==> src/ciu_pkg.sv <==
// constants and types for the cache interface control registers
package ciu_pkg;
    // ------------------------------------------------------------
    // register addresses
    // ------------------------------------------------------------
    localparam logic [15:0] CIU_ADDR_CTL = 16'h00A0;
    localparam logic [15:0] CIU_ADDR_DIAG = 16'h00A1;
    localparam logic [15:0] CIU_ADDR_TOD = 16'h001B;
    // ------------------------------------------------------------
    // control register fields
    // ------------------------------------------------------------
    localparam int CIU_ENB_BIT = 0;
    localparam int CIU_ECC_BIT = 1;
    localparam int CIU_OE_BIT = 2;
    localparam int CIU_FHIT_BIT = 3;
    localparam int CIU_SPD_LSB = 4;
    // positions owned by the control register
    localparam logic [31:0] CIU_CTL_MASK = 32'hF000_673F;
    localparam logic [31:0] CIU_CTL_RESET = 32'h0000_0000;
    // ------------------------------------------------------------
    // diagnostic register fields
    // ------------------------------------------------------------
    localparam int CIU_SWCHK_BIT = 27;
    localparam int CIU_PMACC_LSB = 24;
    localparam int CIU_PMHIT_LSB = 21;
    localparam int CIU_ERRDIS_BIT = 15;
    localparam int CIU_RSVZ_BIT = 12;
    localparam int CIU_PACKDIS_BIT = 11;
    localparam int CIU_TODINC_BIT = 7;
    localparam int CIU_TODTEST_BIT = 6;
    localparam logic [31:0] CIU_DIAG_RESET = 32'h0000_8000;
    // ------------------------------------------------------------
    // cache speed codes and access times in cpu cycles
    // ------------------------------------------------------------
    localparam logic [1:0] CIU_SPD_2 = 2'h0;
    localparam logic [1:0] CIU_SPD_3 = 2'h1;
    localparam logic [2:0] CIU_CYC_2 = 3'h2;
    localparam logic [2:0] CIU_CYC_3 = 3'h3;
    localparam logic [2:0] CIU_CYC_4 = 3'h4;
    // ------------------------------------------------------------
    // timing
    // ------------------------------------------------------------
    localparam int CIU_CLK_NS = 8;
    localparam int CIU_TOD_TICK_NS = 10_000_000;
    localparam int CIU_TOD_TICK_CYC = CIU_TOD_TICK_NS / CIU_CLK_NS;
    localparam int CIU_PRE_W = 21;
    typedef logic [1:0] ciu_spd_t;
endpackage

==> src/ciu_tod_if.sv <==
// link between the register bank and the time-of-day counter
interface ciu_tod_if;
    logic test_mode;
    logic inc_pulse;
    logic load;
    logic [31:0] load_value;
    logic [31:0] count;
    modport ctl (output test_mode, output inc_pulse, output load, output load_value, input count);
    modport tod (input test_mode, input inc_pulse, input load, input load_value, output count);
endinterface

==> src/ciu_regs.sv <==
// cache interface control and diagnostic register bank
module ciu_regs
    import ciu_pkg::*;
#(
    parameter int TOD_TICK_CYC = CIU_TOD_TICK_CYC
) (
    input wire logic clk, // core clock
    input wire logic rst_b, // async reset, low
    // processor register port
    input wire logic [15:0] ipr_addr, // register address
    input wire logic ipr_wr_en, // write strobe
    input wire logic ipr_rd_en, // read strobe
    input wire logic [31:0] ipr_wdata, // write data
    output logic ipr_rd_valid, // read data valid
    output logic [31:0] ipr_rdata, // read data
    // cache request side
    input wire logic req_valid, // request present
    input wire logic req_block, // block read or write
    input wire logic tag_match, // tag compare result
    output logic tag_probe, // probe tag store
    output logic req_forward, // pass request on now
    output logic cache_hit, // hit answer
    output logic tag_par_check, // check tag parity
    // ram control
    input wire logic ram_access, // ram cycle wanted
    input wire logic ram_write, // ram cycle is a write
    output logic ram_chip_en, // ram chip enable
    output logic [2:0] cache_rd_cycles, // read access time
    output logic [2:0] cache_wr_cycles, // write access time
    // protection
    output logic ecc_mode, // ecc when high
    input wire logic [7:0] gen_check_bits, // generated bits
    input wire logic [7:0] check_bit_holding_reg, // software bits
    output logic [7:0] wr_check_bits, // bits for write data
    input wire logic data_ecc_err, // ecc error seen
    input wire logic data_par_err, // parity error seen
    output logic ecc_err_report, // report ecc error
    output logic par_err_report, // report parity error
    // diagnostic controls
    output logic [2:0] perfmon_access_compare, // access compare
    output logic [2:0] perfmon_hit_compare, // hit compare
    output logic write_pack_en, // write merging allowed
    output logic [31:0] tod_count // time-of-day value
);

    // ------------------------------------------------------------
    // state
    // ------------------------------------------------------------
    typedef struct packed {
        logic [31:0] ctl;
        logic [31:0] diag;
        logic rd_valid;
        logic [31:0] rdata;
        logic inc;
        logic [7:0] chk;
        logic ecc_rep;
        logic par_rep;
    } ciu_state_t;

    ciu_state_t s_q;
    ciu_state_t s_d;
    ciu_tod_if tod_link ();

    // cycles for a speed code
    function automatic logic [2:0] spd_cycles(input ciu_spd_t code);
        logic [2:0] cyc;
        unique case (code)
            CIU_SPD_2: cyc = CIU_CYC_2;
            CIU_SPD_3: cyc = CIU_CYC_3;
            default: cyc = CIU_CYC_4;
        endcase
        return cyc;
    endfunction

    // ------------------------------------------------------------
    // decoded configuration
    // ------------------------------------------------------------
    logic enb;
    logic fhit;
    logic oe_mode;
    logic ecc_sel;
    logic sw_chk;
    logic err_dis;
    logic wr_ctl;
    logic wr_diag;
    logic wr_tod;
    logic [31:0] ctl_view;

    // control register bits
    assign enb = s_q.ctl[CIU_ENB_BIT];
    assign fhit = s_q.ctl[CIU_FHIT_BIT];
    assign oe_mode = s_q.ctl[CIU_OE_BIT];
    assign ecc_sel = s_q.ctl[CIU_ECC_BIT];

    // diagnostic register bits
    assign sw_chk = s_q.diag[CIU_SWCHK_BIT];
    assign err_dis = s_q.diag[CIU_ERRDIS_BIT];

    // address decode of writes
    assign wr_ctl = ipr_wr_en && (ipr_addr == CIU_ADDR_CTL);
    assign wr_diag = ipr_wr_en && (ipr_addr == CIU_ADDR_DIAG);
    assign wr_tod = ipr_wr_en && (ipr_addr == CIU_ADDR_TOD);

    // merged image; control positions from control, rest from diag
    assign ctl_view = (s_q.ctl & CIU_CTL_MASK) | (s_q.diag & ~CIU_CTL_MASK);

    // ------------------------------------------------------------
    // next state
    // ------------------------------------------------------------
    always_comb begin
        s_d = s_q;
        s_d.inc = 1'b0;
        s_d.rd_valid = ipr_rd_en;

        // register writes
        if (wr_ctl) begin
            s_d.ctl = ipr_wdata & CIU_CTL_MASK;
        end
        if (wr_diag) begin
            // bit 12 stored as written; software keeps it zero
            s_d.diag = ipr_wdata & ~CIU_CTL_MASK;
            s_d.inc = ipr_wdata[CIU_TODINC_BIT] && ipr_wdata[CIU_TODTEST_BIT];
        end

        // register reads; diag address itself is not readable
        if (ipr_rd_en) begin
            unique case (ipr_addr)
                CIU_ADDR_CTL: s_d.rdata = ~ctl_view;
                CIU_ADDR_TOD: s_d.rdata = tod_link.count;
                default: s_d.rdata = 32'h0000_0000;
            endcase
        end

        // check bits for write data
        if (!sw_chk) begin
            s_d.chk = gen_check_bits;
        end else if (ecc_sel) begin
            s_d.chk = check_bit_holding_reg;
        end else begin
            // parity mode: only the two longword parity bits used
            s_d.chk = 8'h00;
            s_d.chk[0] = check_bit_holding_reg[0];
            s_d.chk[7] = check_bit_holding_reg[7];
        end

        // error reports, gated by mode and disable
        s_d.ecc_rep = ecc_sel && data_ecc_err && !err_dis;
        s_d.par_rep = !ecc_sel && data_par_err && !err_dis;
    end

    // ------------------------------------------------------------
    // state register
    // ------------------------------------------------------------
    always_ff @(posedge clk or negedge rst_b) begin
        if (!rst_b) begin
            s_q.ctl <= CIU_CTL_RESET;
            s_q.diag <= CIU_DIAG_RESET;
            s_q.rd_valid <= 1'b0;
            s_q.rdata <= 32'h0000_0000;
            s_q.inc <= 1'b0;
            s_q.chk <= 8'h00;
            s_q.ecc_rep <= 1'b0;
            s_q.par_rep <= 1'b0;
        end else begin
            s_q <= s_d;
        end
    end

    // ------------------------------------------------------------
    // register port outputs
    // ------------------------------------------------------------
    assign ipr_rd_valid = s_q.rd_valid;
    assign ipr_rdata = s_q.rdata;

    // ------------------------------------------------------------
    // cache request handling
    // ------------------------------------------------------------
    // probe only with the cache on; force-hit still probes
    assign tag_probe = req_valid && enb;

    // disabled cache sends the request on at once
    assign req_forward = req_valid && !enb;

    // hit: forced for block ops in force-hit mode, else from tag compare
    assign cache_hit = req_valid && enb && ((fhit && req_block) || tag_match);

    // tag parity ignored in force-hit mode
    assign tag_par_check = enb && !fhit;

    // ------------------------------------------------------------
    // ram control
    // ------------------------------------------------------------
    // chip enable held off on writes in oe mode so it can drive ram oe
    assign ram_chip_en = ram_access && !(oe_mode && ram_write);

    // access times from the speed field
    assign cache_rd_cycles = spd_cycles(s_q.ctl[CIU_SPD_LSB+:2]);
    assign cache_wr_cycles = spd_cycles(s_q.ctl[CIU_SPD_LSB+:2]);

    // ------------------------------------------------------------
    // protection
    // ------------------------------------------------------------
    assign ecc_mode = ecc_sel;
    assign wr_check_bits = s_q.chk;
    assign ecc_err_report = s_q.ecc_rep;
    assign par_err_report = s_q.par_rep;

    // ------------------------------------------------------------
    // diagnostic controls
    // ------------------------------------------------------------
    assign perfmon_access_compare = s_q.diag[CIU_PMACC_LSB+:3];
    assign perfmon_hit_compare = s_q.diag[CIU_PMHIT_LSB+:3];

    // merging off when pack disable set
    assign write_pack_en = !s_q.diag[CIU_PACKDIS_BIT];

    // ------------------------------------------------------------
    // time-of-day counter
    // ------------------------------------------------------------
    // test mode and step pulse drive the counter
    assign tod_link.test_mode = s_q.diag[CIU_TODTEST_BIT];
    assign tod_link.inc_pulse = s_q.inc;
    assign tod_link.load = wr_tod;
    assign tod_link.load_value = ipr_wdata;

    ciu_tod_counter #(
        .TICK_CYC(TOD_TICK_CYC)
    ) u_tod (
        .clk(clk),
        .rst_b(rst_b),
        .tod(tod_link)
    );

    assign tod_count = tod_link.count;

endmodule

==> src/ciu_tod_counter.sv <==
// time-of-day counter with 100 hz prescaler and test stepping
module ciu_tod_counter
    import ciu_pkg::*;
#(
    parameter int TICK_CYC = CIU_TOD_TICK_CYC
) (
    input wire logic clk, // core clock
    input wire logic rst_b, // async reset, low
    ciu_tod_if.tod tod // control link
);
    typedef struct packed {
        logic [CIU_PRE_W-1:0] pre;
        logic [31:0] count;
    } ciu_tod_st_t;

    ciu_tod_st_t s_q;
    ciu_tod_st_t s_d;
    logic tick;

    // ------------------------------------------------------------
    // next state
    // ------------------------------------------------------------
    always_comb begin
        s_d = s_q;
        tick = (s_q.pre == CIU_PRE_W'(TICK_CYC - 1));
        s_d.pre = tick ? '0 : s_q.pre + 1'b1;
        if (tod.load) begin
            s_d.count = tod.load_value;
        end else if (tod.test_mode) begin
            // single step only from the diagnostic write
            if (tod.inc_pulse) begin
                s_d.count = s_q.count + 32'h0000_0001;
            end
            s_d.pre = '0;
        end else if (tick && (s_q.count != 32'h0000_0000)) begin
            s_d.count = s_q.count + 32'h0000_0001;
        end
    end

    // state register
    always_ff @(posedge clk or negedge rst_b) begin
        if (!rst_b) begin
            s_q <= '0;
        end else begin
            s_q <= s_d;
        end
    end

    assign tod.count = s_q.count;
endmodule

==> config.mk <==
export PLATFORM = sky130hd
export DESIGN_NAME = ciu_regs
export DESIGN_NICKNAME = d
export VERILOG_FILES = /design/src/ciu_pkg.sv /design/src/ciu_tod_if.sv /design/src/ciu_regs.sv /design/src/ciu_tod_counter.sv
export SDC_FILE = /design/constraint.sdc
export NUM_CORES = 1
export LEC_CHECK = 0
export BUFFER_PORTS_ARGS = -buffer_cell sky130_fd_sc_hd__clkbuf_2
export CAP_MARGIN = 20
export CELL_PAD_IN_SITES_DETAIL_PLACEMENT = 1
export CELL_PAD_IN_SITES_GLOBAL_PLACEMENT = 2
export CORE_ASPECT_RATIO = 0.5
export CORE_MARGIN = 2
export CORE_UTILIZATION = 29
export DETAILED_ROUTE_END_ITERATION = 6
export PLACE_DENSITY_LB_ADDON = 0.1
export SYNTH_ARGS = -nofsm -noshare
export SYNTH_HDL_FRONTEND = slang
export SYNTH_SLANG_ARGS = --single-unit
==> constraint.sdc <==
create_clock -name clk -period 2.2 [get_ports clk]
set_input_delay 0.33 -clock clk [delete_from_list [all_inputs] [get_ports clk]]
set_output_delay 0.33 -clock clk [all_outputs]
set_load 0.01 [all_outputs]
Word-level counts from Yosys, hierarchy flattened
Index checks and enable logic that the tools add are counted.

Bits in registers: 129. Bits of input ports: 75. Output and inout port bits: 94. Word-level logic and storage cells: 59.

Add/subtract/negate cells: 2. Equality and inequality tests: 6. Multiplexer cells: 12. Bitwise logic cells: 2. Reductions and logical operators: 27.

Operators with widths (count): two-way mux 32 bit (4); one-hot mux 32 bit (2 select lines) (1); two-way mux 21 bit (3); adder 32 x 1 -> 32 bit (second input constant) (1); equality test 16 x 8 -> 1 bit (second input constant) (2); inverter 32 bit (1); OR 32 x 28 -> 32 bit (1); nonzero test 32 bit (1); adder 21 x 1 -> 21 bit (second input constant) (1); equality test 21 bit (second input constant) (1); equality test 16 x 5 -> 1 bit (second input constant) (1); logical AND 1 bit (16); two-way mux 8 bit (1); two-way mux 7 bit (1); zero test 1 bit (6); one-hot mux 3 bit (2 select lines) (1); inequality test 3 x 2 -> 1 bit (second input constant) (1); nonzero test 3 bit (1); equality test 2 x 1 -> 1 bit (second input constant) (1); zero test 2 bit (1); AND reduction 2 bit (1); logical OR 1 bit (1); two-way mux 1 bit (1).

Logic depth before layout (Yosys ltp)
Word-level depth: 5. Gate-level depth with buffers: 9. Gate-level depth less buffers: 8.

Modules after synthesis
Synthesis repeated with hierarchy kept, for this count alone.

Cell total of the unflattened synthesis: 636. Area, all modules: 6616.3 µm².

Modules (own cells, without submodules): ciu_regs (instances 1, cells each 280, area each 3345.7 µm²); ciu_tod_counter (instances 1, cells each 356, area each 3270.6 µm²).

Least setup slack after synthesis
Ideal clock, no wire load.

Path kind: register to register. Start point: register u_tod.s_q[45] (netlist bit). End point: register u_tod.s_q, in the netlist u_tod.tod.count[28]. Arrival time: 2.224 ns. Required time: 2.131 ns. Setup slack: -0.094 ns. Cell stages (with the launch flop): 8. Path buffers: 1. Clock period less this slack: 2.294 ns. Cell sequence: dfrtp_1 or4_4 nor4_4 o2111ai_4 and2_1 buf_2 or4_1 nand3_1.

Cells in the longest elaborated chain, start to end: 4.

Ends and longest elaborated chain: from (decl) (line ciu_tod_counter.sv:16) `ciu_tod_st_t s_q;`; from (signal assigned) (line ciu_tod_counter.sv:43) `s_q <= '0;`; from (signal assigned) (line ciu_tod_counter.sv:45) `s_q <= s_d;`; equality test 21 bit (line ciu_tod_counter.sv:25) `tick = (s_q.pre == CIU_PRE_W'(TICK_CYC - 1));`; logical AND 1 bit (line ciu_tod_counter.sv:35) `end else if (tick && (s_q.count != 32'h0000_0000)) begin`; nonzero test 3 bit (no line); AND reduction 2 bit (no line).

Every way passes these cells. A chain may end at the register's enable or synchronous reset.

Worst setup path after layout
Start point: register u_tod.s_q[50] (netlist bit). End point: register u_tod.s_q, in the netlist u_tod.tod.count[22].

The elaborated chain is that of the path after synthesis.

==> results.cfg <==
[status]
status = complete, but fails checks
violations = negative setup slack

[worst_setup_path]
rrSetupSlack_ns = -0.25
rr_endpoint = u_tod.tod.count[22]
worstPathMaxFanout = 12
path_cells = or4_4, nor4_4, o2111ai_4, buf_12, buf_4, a2111oi_4, xnor2_1, o21ai_1
reg2reg_depth = 8
cp.arrival_ns = 2.77
cp-start-kind = flop
critPathCaptureType = flop
r2r-start = u_tod.s_q[50]
slowest_stage = or4_4
critPathKind = flop to flop
worstSetupStartpoint = u_tod.s_q[50]
worst_ep_required_time_ns = 2.52
cpPeakStageDelay_ns = 0.55

[cells_and_area]
fill_cells = 2589
drive_above_1_share_pct = 40.5
fin_nets = 974
syn2layout_area_growth_pct = 37.3
layout.cells.non_filler = 1216
final_area_um2 = 9130
multiInputGateArea_um2 = 3100
seqCellArea_um2 = 3230
n_antenna_cell = 0

[route]
drc = 0
via_per_inst = 4.79
drtAntennaViolNets = 0
first_iter_violations = 250
num_vias = 5827
wl_per_cell_um = 18.6
drt-pass1-iter-count = 4
routed_wl_mm = 22.6

[global_routing]
grt_pass1_wl_mm = 35.7
grt_pass1_vias = 6129
grt.overflow.total = 0
grt_max_degree = 66
antenna_found_initial = 0
track_usage_pct = 19.3

[logic_synthesis]
synth-seq-area-share_pct = 48.5
synth_edf_count = 0
yosysMostFrequentCell = dfrtp_1
netlist.area_leader.share_pct = 48.1
netlist_area_um2 = 6650
synth_warnings = 0
synth_cells = 696
synth_common_cells = dfrtp_1, nor2_1, a21oi_1, nand2_1, buf_4
syn-num-nets = 774
netlist.top_cell.by_area = dfrtp_1
synth-main-ff-cell = dfrtp_1
ys_types = 43
synthArstFlopShare_pct = 100
ys_ff_latch = 129
yosys-top-cells-area = dfrtp_1, nor2_1, a21oi_1
synth.avg_cell_area_um2 = 9.56

[timing]
setup_viol = 30
slew_headroom_pct = 64.0
layout_setup_ws_ns = -0.251
min_period_ns = 2.45
final_hold_viol_count = 0
finalCritPeriodShare_pct = 111
fmax_ghz = 0.408
rsz0062_at_grt = yes
clock_skew_ns = 0.00897
whs_ns = 0.102
worst_slew_pin_slew_ns = 0.539
final-max-slew-violation-count = 0

[clocking]
clk_pin_slew_ns = 0.06
cts_buffer_depth = 2
clk_latency_ns = 0.43
cts_tree = done
clock-sinks = 129
cts_buffers = 17
cts.htree.levels = 4
cts-root-buf = clkbuf_16

[min_path]
hp-start = data_ecc_err
min_path_type = input pin to flop
hold_depth = 3
hold-path-endpoint = ecc_err_report

[floorplanning]
die_x_um = 218
ioPinCount = 169
coreArea_um2 = 22600
fp-row-count = 39
fp.dieH_um = 111
dieArea_um2 = 24200
start_util_pct = 29.4

[pwr]
p_leak_nw = 4.29
peakVddDrop_mv = 0.428
power.density_nw_per_um2 = 652
finalPower_mw = 5.95

[placed_design]
port_buffers = 168
place_inst = 1180
place.gp.congestion = 0.799
place_area_um2 = 8220
hpwl_mm = 16.8

[run]
maxCapViolCount = 0
## metrics by stage
stage | setup WS, ns | setup TNS, ns | util, %
6_report | -0.251 | -4.40 | 40.3
5_1_grt | -0.340 | -7.40 | 40.3
4_1_cts | -0.233 | -4.02 | 39.8
3_5_place_dp | -0.458 | -7.24 | 36.3
3_3_place_gp | -0.410 | -6.29 | 36.3
2_1_floorplan | -0.0573 | -0.232 | -
## registers in the layout (all words and copies together), names as in the netlist
signal                  count
enb                         1
s_q                        21
u_tod.s_q                  21
ipr_rdata                  32
perfmon_hit_compare         3
ecc_mode                    1
par_err_report              1
ecc_err_report              1
fhit                        1
perfmon_access_compare      3
oe_mode                     1
u_tod.tod.count            32
ipr_rd_valid                1
tod_link.inc_pulse          1
wr_check_bits               8
err_dis                     1
## area by class of cell
class	instances	area share (%)
Multi-Input combinational cell	467	34.0
Clock inverter	13	2.29
Sequential cell	129	35.4
Clock buffer	19	4.85
Timing Repair Buffer	262	18.5
Inverter	19	0.781
Tap cell	307	4.21
## cell families (layout without fill, tap and decap cells)
group	after synthesis	in the layout	synth area share, %
xor gates and xnor gates	45	45	5.92
DFF	129	129	48.5
adders and majority gates	3	3	0.564
AOI/OAI and AO/OA	136	136	13.4
buffers and inverters	100	313	8.11
muxes	34	34	5.72
and+or+nand+nor	249	249	17.7
## where the power goes
| group | switching [mW] | internal [mW] | leakage (nW) |
|---|---|---|---|
| Combinational | 0.186 | 0.127 | 2.42 |
| Sequential | 0.0255 | 2.42 | 1.56 |
| Clock | 1.15 | 2.04 | 0.310 |
| Total | 1.36 | 4.59 | 4.29 |
## metal layers
layer / wire [um] / track usage, % / vias up / share of wire (%)
met5: 0 / 0 / - / 0
met4: 200 / 4.49 / 0 / 0.89
met3: 689 / 4.03 / 17 / 3.1
met2: 10500 / 30.5 / 87 / 47
met1: 11200 / 27.1 / 2966 / 49
li1: - / - / 2757 / -
## worst max-delay path by stage
stage                               end  slack [ns]  cells past startpoint
detailed placement  u_tod.tod.count[17]       -0.46                      7
global route        u_tod.tod.count[22]       -0.34                      8
global placement    u_tod.tod.count[17]       -0.41                      7
CTS                 u_tod.tod.count[17]       -0.23                      8
finish              u_tod.tod.count[22]       -0.25                      8
floorplan           u_tod.tod.count[28]       -0.06                      7
## cell usage in the layout (no fill, tap or decap), types with 10 or more instances in the layout
cell / n
nand3_1: 24
mux2_2: 32
buf_4: 80
clkbuf_2: 167
buf_12: 10
nor2_1: 103
a21oi_1: 69
o21ai_1: 14
nand2_1: 52
inv_1: 18
dfrtp_1: 128
clkbuf_16: 17
nand4_1: 11
o21ai_0: 17
xnor2_1: 34
## timing repair
action | CTS | global route
hold endpoints to repair | 44 | 0
pin swaps | 4 | 5
buffers inserted | 1 | 2
cloned | 0 | 0
hold buffers | 1 | 0
resized for setup | 24 | 23
endpoints found under the setup margin | 32 | 33
## worst max-delay path, delay by kind of cell (launching register included)
family / cells / cell delay, ns
AO/OA/AOI/OAI: 3 / 0.62
XOR/XNOR: 1 / 0.16
buffers and inverters: 2 / 0.33
flip-flops: 1 / 0.37
AND/OR/NAND/NOR: 2 / 0.84
No activity file was read; power rests on OpenSTA's default activity.
